## src/rtl/rscf_pkg.sv

```systemverilog
// package for the reset state and cause flag block
// assumes a single 125 MHz system clock domain
package rscf_pkg;
    localparam logic [7:0] RSCF_VSEL_RST = 8'h55;
    localparam logic [7:0] RSCF_RCTL_RST = 8'h55;
    localparam logic [7:0] RSCF_PA_RST = 8'hf7;
    localparam logic [7:0] RSCF_PA_MASK = 8'hf7;
    localparam logic [10:0] RSCF_PC_RST = 11'h000;
    localparam logic [2:0] RSCF_SP_RST = 3'h0;
    localparam logic [2:0] RSCF_SP_TOP = 3'h7;
    localparam logic [7:0] RSCF_INTEN_RST = 8'h00;
    localparam logic RSCF_FLAG_CLR = 1'b0;
    localparam logic RSCF_FLAG_SET = 1'b1;
    localparam logic [7:0] RSCF_AV_VSEL = 8'h00;
    localparam logic [7:0] RSCF_AV_RCTL = 8'h04;
    localparam logic [7:0] RSCF_AV_PA = 8'h08;
    localparam logic [7:0] RSCF_AV_PADIR = 8'h0c;
    localparam logic [7:0] RSCF_AV_STATUS = 8'h10;
    localparam logic [7:0] RSCF_AV_CORE = 8'h14;

    typedef enum logic [2:0] {
        RSCF_NONE, RSCF_POR, RSCF_PIN_LVR, RSCF_WDT_RUN, RSCF_WDT_SLEEP
    } rscf_kind_t;

    typedef struct packed {
        logic ext_pin_n;
        logic low_voltage;
        logic wdt_timeout;
        logic sleeping;
    } rscf_req_t;
endpackage : rscf_pkg

```

## src/rtl/rscf_top.sv

```systemverilog
// reset state and cause flag logic: classifies reset requests and loads
// the core state each reset kind defines; registers on avalon-mm
// assumes rst_n is the power-on reset and other sources are asynchronous
`timescale 1ns/10ps
module rscf_top
    import rscf_pkg::*;
(
    input wire logic clk_sys,
    input wire logic rst_n,
    input wire rscf_req_t req_async,
    input wire logic [7:0] avs_address,
    input wire logic avs_read,
    input wire logic avs_write,
    input wire logic [31:0] avs_writedata,
    output logic [31:0] avs_readdata,
    output logic avs_waitrequest,
    output logic avs_readdatavalid_unused,
    output logic [10:0] pc,
    output logic [2:0] stack_ptr,
    output logic [7:0] int_enable,
    output logic wdt_clear,
    output logic timer_on,
    output logic timeout_flag,
    output logic powerdown_flag,
    output logic [7:0] voltage_select_reg,
    output logic [7:0] reset_control_reg,
    output logic [7:0] port_a_data,
    output logic [7:0] port_a_direction
);
    rscf_req_t sync1, sync2, prev;
    logic por_pend;
    rscf_kind_t kind;

    always_ff @(posedge clk_sys or negedge rst_n) begin
        if (!rst_n) begin
            sync1 <= '{ext_pin_n: 1'b1, default: 1'b0};
            sync2 <= '{ext_pin_n: 1'b1, default: 1'b0};
            prev <= '{ext_pin_n: 1'b1, default: 1'b0};
        end else begin
            sync1 <= req_async;
            sync2 <= sync1;
            prev <= sync2;
        end
    end

    // power-on reset handled as one event on the first edge after release
    always_ff @(posedge clk_sys or negedge rst_n) begin
        if (!rst_n) por_pend <= 1'b1;
        else por_pend <= 1'b0;
    end

    function automatic rscf_kind_t classify(logic por, rscf_req_t s, rscf_req_t p);
        logic pin_ev;
        logic wdt_ev;
        pin_ev = (!s.ext_pin_n && p.ext_pin_n) || (s.low_voltage && !p.low_voltage);
        wdt_ev = s.wdt_timeout && !p.wdt_timeout;
        if (por) return RSCF_POR;
        if (pin_ev) return RSCF_PIN_LVR;
        if (wdt_ev && s.sleeping) return RSCF_WDT_SLEEP;
        if (wdt_ev) return RSCF_WDT_RUN;
        return RSCF_NONE;
    endfunction : classify

    always_comb kind = classify(por_pend, sync2, prev);

    logic wr_hit;
    assign wr_hit = avs_write && !avs_waitrequest;

    // cause flags
    always_ff @(posedge clk_sys or negedge rst_n) begin
        if (!rst_n) begin
            timeout_flag <= RSCF_FLAG_CLR;
            powerdown_flag <= RSCF_FLAG_CLR;
        end else begin
            unique case (kind)
                RSCF_POR: begin
                    timeout_flag <= RSCF_FLAG_CLR;
                    powerdown_flag <= RSCF_FLAG_CLR;
                end
                RSCF_PIN_LVR: ;
                RSCF_WDT_RUN: timeout_flag <= RSCF_FLAG_SET;
                RSCF_WDT_SLEEP: begin
                    timeout_flag <= RSCF_FLAG_SET;
                    powerdown_flag <= RSCF_FLAG_SET;
                end
                RSCF_NONE: if (wr_hit && avs_address == RSCF_AV_STATUS) begin
                    timeout_flag <= avs_writedata[1];
                    powerdown_flag <= avs_writedata[0];
                end
            endcase
        end
    end

    // core state: pc and stack pointer
    always_ff @(posedge clk_sys or negedge rst_n) begin
        if (!rst_n) begin
            pc <= RSCF_PC_RST;
            stack_ptr <= RSCF_SP_TOP;
        end else if (kind == RSCF_WDT_SLEEP) begin
            pc <= RSCF_PC_RST;
            stack_ptr <= RSCF_SP_RST;
        end else if (kind != RSCF_NONE) begin
            pc <= RSCF_PC_RST;
            stack_ptr <= RSCF_SP_TOP;
        end else if (wr_hit && avs_address == RSCF_AV_CORE) begin
            pc <= avs_writedata[10:0];
            stack_ptr <= avs_writedata[18:16];
        end
    end

    // interrupt enables, timer, watchdog clear
    logic reinit;
    assign reinit = (kind == RSCF_POR) || (kind == RSCF_PIN_LVR) || (kind == RSCF_WDT_RUN);
    always_ff @(posedge clk_sys or negedge rst_n) begin
        if (!rst_n) begin
            int_enable <= RSCF_INTEN_RST;
            timer_on <= 1'b0;
            wdt_clear <= 1'b1;
        end else begin
            wdt_clear <= (kind == RSCF_POR);
            if (reinit) begin
                int_enable <= RSCF_INTEN_RST;
                timer_on <= 1'b0;
            end else if (wr_hit && avs_address == RSCF_AV_CORE) begin
                int_enable <= avs_writedata[31:24];
                timer_on <= avs_writedata[20];
            end
        end
    end

    // fixed registers
    always_ff @(posedge clk_sys or negedge rst_n) begin
        if (!rst_n) begin
            voltage_select_reg <= RSCF_VSEL_RST;
            reset_control_reg <= RSCF_RCTL_RST;
            port_a_data <= RSCF_PA_RST;
            port_a_direction <= RSCF_PA_RST;
        end else if (reinit) begin
            voltage_select_reg <= RSCF_VSEL_RST;
            reset_control_reg <= RSCF_RCTL_RST;
            port_a_data <= RSCF_PA_RST;
            port_a_direction <= RSCF_PA_RST;
        end else if (wr_hit) begin
            unique case (avs_address)
                RSCF_AV_VSEL: voltage_select_reg <= avs_writedata[7:0];
                RSCF_AV_RCTL: reset_control_reg <= avs_writedata[7:0];
                RSCF_AV_PA: port_a_data <= avs_writedata[7:0] & RSCF_PA_MASK;
                RSCF_AV_PADIR: port_a_direction <= avs_writedata[7:0] & RSCF_PA_MASK;
                default: ;
            endcase
        end
    end

    // avalon slave: one wait cycle per access
    always_ff @(posedge clk_sys or negedge rst_n) begin
        if (!rst_n) begin
            avs_waitrequest <= 1'b1;
            avs_readdata <= 32'h0000_0000;
            avs_readdatavalid_unused <= 1'b0;
        end else begin
            avs_waitrequest <= !((avs_read || avs_write) && avs_waitrequest);
            avs_readdatavalid_unused <= 1'b0;
            if (avs_read && avs_waitrequest) begin
                unique case (avs_address)
                    RSCF_AV_VSEL: avs_readdata <= {24'h00_0000, voltage_select_reg};
                    RSCF_AV_RCTL: avs_readdata <= {24'h00_0000, reset_control_reg};
                    RSCF_AV_PA: avs_readdata <= {24'h00_0000, port_a_data};
                    RSCF_AV_PADIR: avs_readdata <= {24'h00_0000, port_a_direction};
                    RSCF_AV_STATUS: avs_readdata <= {30'h0000_0000, timeout_flag,
                        powerdown_flag};
                    RSCF_AV_CORE: avs_readdata <= {int_enable, 3'h0, timer_on, 1'b0,
                        stack_ptr, 5'h00, pc};
                    default: avs_readdata <= 32'h0000_0000;
                endcase
            end
        end
    end

    a_sleep_flags: assert property (@(posedge clk_sys) disable iff (!rst_n)
        kind == RSCF_WDT_SLEEP |=> timeout_flag && powerdown_flag && pc == RSCF_PC_RST
        && stack_ptr == RSCF_SP_RST)
        else $error("sleep watchdog state wrong");
    a_pin_keep: assert property (@(posedge clk_sys) disable iff (!rst_n)
        kind == RSCF_PIN_LVR |=> $stable(timeout_flag) && $stable(powerdown_flag))
        else $error("pin reset changed flags");
    a_run_wdt: assert property (@(posedge clk_sys) disable iff (!rst_n)
        kind == RSCF_WDT_RUN |=> timeout_flag && $stable(powerdown_flag))
        else $error("running watchdog flags wrong");
    a_por_int: assert property (@(posedge clk_sys) disable iff (!rst_n)
        kind == RSCF_POR |=> int_enable == RSCF_INTEN_RST && !timer_on)
        else $error("por left interrupts or timer on");
    a_por_wdt: assert property (@(posedge clk_sys) disable iff (!rst_n)
        kind == RSCF_POR |=> wdt_clear ##1 !wdt_clear)
        else $error("watchdog clear not one pulse");
    a_por_ports: assert property (@(posedge clk_sys) disable iff (!rst_n)
        kind == RSCF_POR |=> port_a_direction == RSCF_PA_RST && stack_ptr == RSCF_SP_TOP)
        else $error("por port or stack wrong");
    a_sleep_keep: assert property (@(posedge clk_sys) disable iff (!rst_n)
        kind == RSCF_WDT_SLEEP |=> $stable(voltage_select_reg) && $stable(port_a_data))
        else $error("sleep watchdog changed registers");
    a_prio: assert property (@(posedge clk_sys) disable iff (!rst_n)
        por_pend |=> !timeout_flag && !powerdown_flag && pc == RSCF_PC_RST
        && stack_ptr == RSCF_SP_TOP)
        else $error("por state wrong");
    a_pin_wdt_prio: assert property (@(posedge clk_sys) disable iff (!rst_n)
        !por_pend && !sync2.ext_pin_n && prev.ext_pin_n && sync2.wdt_timeout
        && !prev.wdt_timeout |=> $stable(timeout_flag) && $stable(powerdown_flag))
        else $error("watchdog beat pin reset");
endmodule : rscf_top

```

## config.mk

```make
export PLATFORM = sky130hd
export DESIGN_NAME = rscf_top
export DESIGN_NICKNAME = d
export VERILOG_FILES = /design/src/rtl/rscf_pkg.sv /design/src/rtl/rscf_top.sv
export SDC_FILE = /design/constraint.sdc
export NUM_CORES = 1
export LEC_CHECK = 0
export BUFFER_PORTS_ARGS = -buffer_cell sky130_fd_sc_hd__buf_2
export CORE_MARGIN = 2
export CORE_UTILIZATION = 54
export DETAILED_ROUTE_END_ITERATION = 6
export MAX_ROUTING_LAYER = met4
export PLACE_DENSITY = 0.95
export SYNTH_ARGS = -nofsm -noshare
export SYNTH_HDL_FRONTEND = slang
export SYNTH_SLANG_ARGS = --single-unit
```

## constraint.sdc

```tcl
create_clock -name clk_sys -period 3.08 [get_ports clk_sys]
set_clock_uncertainty 0.1 [all_clocks]
set_input_delay 0.616 -clock clk_sys [delete_from_list [all_inputs] [get_ports clk_sys]]
set_output_delay 0.616 -clock clk_sys [all_outputs]
set_load 0.005 [all_outputs]
```

==> reports/qor.json <==
{
  "hp-class": "in -> async",
  "port-buffer-count": 118,
  "post_syn_area_um2": 4046,
  "combined_flip_flop_and_latch_cell_area_um2": 2341,
  "antenna_left": 0,
  "finalSetupViolCount": 0,
  "layout_worst_path_cycle_share_pct": 67.56,
  "groute.usage.overall_pct": 25.89,
  "cts_root_buf": "clkbuf_8",
  "core_region_um2": 7253,
  "vias": 3382,
  "timing.critical_path.from_type": "input pin",
  "achievable_frequency_mhz": 480.5,
  "ys_types": 40,
  "worstMarginPinSlew_ps": 687.1,
  "reg2reg_depth": 5,
  "overflow": 0,
  "synth-compound-area-share_pct": 16.05,
  "switching_share_pct": 25.65,
  "setup_tns_ps": 0,
  "post-dp-hpwl_mm": 7.559,
  "synth_cells": 365,
  "grt_max_degree": 48,
  "setup_fix_bufs_post_cts": 0,
  "internal_power_mw": 1.693,
  "sequentialPowerShare_pct": 55.0,
  "ios": 140,
  "power_frac_comb_pct": 8.4,
  "post-synth-top-area-cell": "dfrtp_1",
  "n_antenna_cell": 0,
  "area_delta_synth_final_pct": 22.14,
  "clockPowerShare_pct": 36.6,
  "yosysWarnings": 0,
  "reg_top3": "avs_readdata: 23 flops, pc: 11 flops",
  "htree_levels": 3,
  "cts_made_buffers": 9,
  "drt_first_pass_iters": 5,
  "async_flop_share_pct": 100.0,
  "largest_reg_flops": 23,
  "grt_pass1_wl_mm": 16.38,
  "start_util_pct": 55.79,
  "worstSetupEndpointType": "flop",
  "run_status": "finished clean",
  "p_leak_nw": 2.401,
  "yosysTopAreaCellShare_pct": 37.72,
  "clk_latency_ps": 340,
  "yosys_most_used_dff": "dfrtp_1",
  "final_period_minus_worst_setup_slack_ps": 2081,
  "timing.final.hold_violations": 0,
  "path_class": "in -> reg",
  "timing_max_transition_violations_final": 0,
  "postRouteWirelength_mm": 10.36,
  "die_width_um": 90.57,
  "grt_pass1_vias": 3170,
  "die-area_um2": 8202,
  "drive_above_1_share_pct": 38.57,
  "timing.final.ws_setup_ps": 999.0,
  "cts_hold_repair.buffers": 0,
  "worst-endpoint-arrival_ps": 2260,
  "synthSimpleGateAreaFrac_pct": 13.36,
  "maxCapViolCount": 0,
  "numClockSinks": 92,
  "irDropWorstVdd_mv": 0.2599,
  "final_net_count": 533,
  "syn-mean-instance-area_um2": 11.09,
  "critPathRequiredTime_ps": 3250,
  "top_cells_by_area_in_the_synthesized_netlist": "dfrtp_1 38%, dfstp_2 20%, mux2i_1 6.7%, nand2_1 5.7%, a22o_1 5.4%",
  "yosys_register_bits": 92,
  "detail_route.iter0.violations": 204,
  "die_h_um": 90.57,
  "wl_per_cell_um": 17.58,
  "placement_rows": 31,
  "rsz0062_at_grt": "false",
  "proportion_of_synthesized_area_in_mux_cells_pct": 7.514,
  "post-route-cell-area_um2": 4942,
  "cellPowerDensity_nw_per_um2": 460.6,
  "place_congestion": 0.9273,
  "crit_path_max_fanout": 22,
  "slew_headroom_pct": 54.19,
  "combined_area_of_the_multi_input_logic_cells_um2": 1549,
  "fillerInstances": 568,
  "clockBufferDepth": 2,
  "post_dp_cell_area_um2": 4736,
  "max_flop_register": "avs_readdata",
  "remaining_drc_errors": 0,
  "placement.setup.worst_slack_ps": 666.1,
  "synth-seq-area-share_pct": 57.85,
  "synth-edff-count": 0,
  "synth_top_family_by_area": "compound AO/OA/AOI/OAI gates",
  "via_per_inst": 5.742,
  "cts_repair_resize_count": 0,
  "netlist_top_cells_count": "61 x dfrtp_1, 61 x nand2_1, 33 x a21oi_1, 31 x dfstp_2, 27 x mux2i_1",
  "yosys.area_share.xor_xnor_pct": 0,
  "clk_pin_slew_ps": 100,
  "total_switching_power_mw": 0.5839,
  "cts_tree": "yes",
  "grt_antenna_before_repair": 0,
  "synthAdderAreaFrac_pct": 0
}
[cell usage in the layout, fill, tap and decap left out, types with 9 or more instances in the layout]
cell      count
buf_2       117
nand2_1      61
dfrtp_1      61
a21oi_1      33
dfstp_2      31
mux2i_1      27
a22o_1       25
buf_4        14
nor2_1       13
conb_1       13
a221o_1       9
clkbuf_8      9
[through the flow]
stage | hold slack, ps | util (%) | power, mW | std cells
final | 164.2 | 68.14 | 2.276 | 589
after global routing | 203.6 | 68.14 | 2.369 | 589
after CTS | 169.4 | 68.14 | 2.294 | 589
after detailed placement | 234.7 | 65.29 | 1.463 | 573
after global placement | 232.6 | 65.29 | 1.455 | 573
after floorplan | 220.4 | - | 1.370 | 377
[worst max-delay path: stages]
cell and delay, ps:
buf_2 360, nor4b_1 410, and3_1 420, buf_4 240
nand2_1 70, a21oi_1 150
[cells by family after synthesis]
kind of cell	after synthesis
other cells	1
compound gates	92
buf+inv	38
mux	30
flops	92
simple gates	112
[area by class of cell]
type | count | area share, %
clock buffer | 9 | 2.506
clock inverter | 7 | 1.671
inverter | 3 | 0.2278
multi-input combinational | 247 | 31.34
sequential | 92 | 47.37
tap | 99 | 2.506
timing repair buffer | 132 | 14.38
[worst paths after layout]
| path | slack [ps] | end | start |
|---|---|---|---|
| min in group clk_sys | 250 | sync2[2] | sync1[2] |
| max in group asynchronous | 2000 | por_pend | rst_n |
| max reg2reg | 1040 | reset_control_reg[1] | avs_waitrequest |
| min reg2reg | 250 | sync2[2] | sync1[2] |
| min | 160 | avs_readdata[29] | rst_n |
| max | 1000 | int_enable[0] | avs_address[4] |
[metal layers]
metal  vias to the layer above  GRT usage (%)  part of all wire, %  wire length, um
met4                         0          7.949                  1.5              155
met1                      1681          35.00                   43             4425
li1                       1526              -                    -                -
met3                        15          5.426                  8.2              847
met5                         -              -                    0                0
met2                       160          39.74                   48             4929
[power groups by stage]
stage / Combinational, mW / Clock (mW) / Sequential (mW)
5_1_grt: 0.211 / 0.902 / 1.26
3_5_place_dp: 0.189 / 0 / 1.27
3_3_place_gp: 0.182 / 0 / 1.27
2_1_floorplan: 0.0984 / 0 / 1.27
4_1_cts: 0.190 / 0.851 / 1.25
6_report: 0.191 / 0.833 / 1.25
No activity file was read; power rests on OpenSTA's default activity.
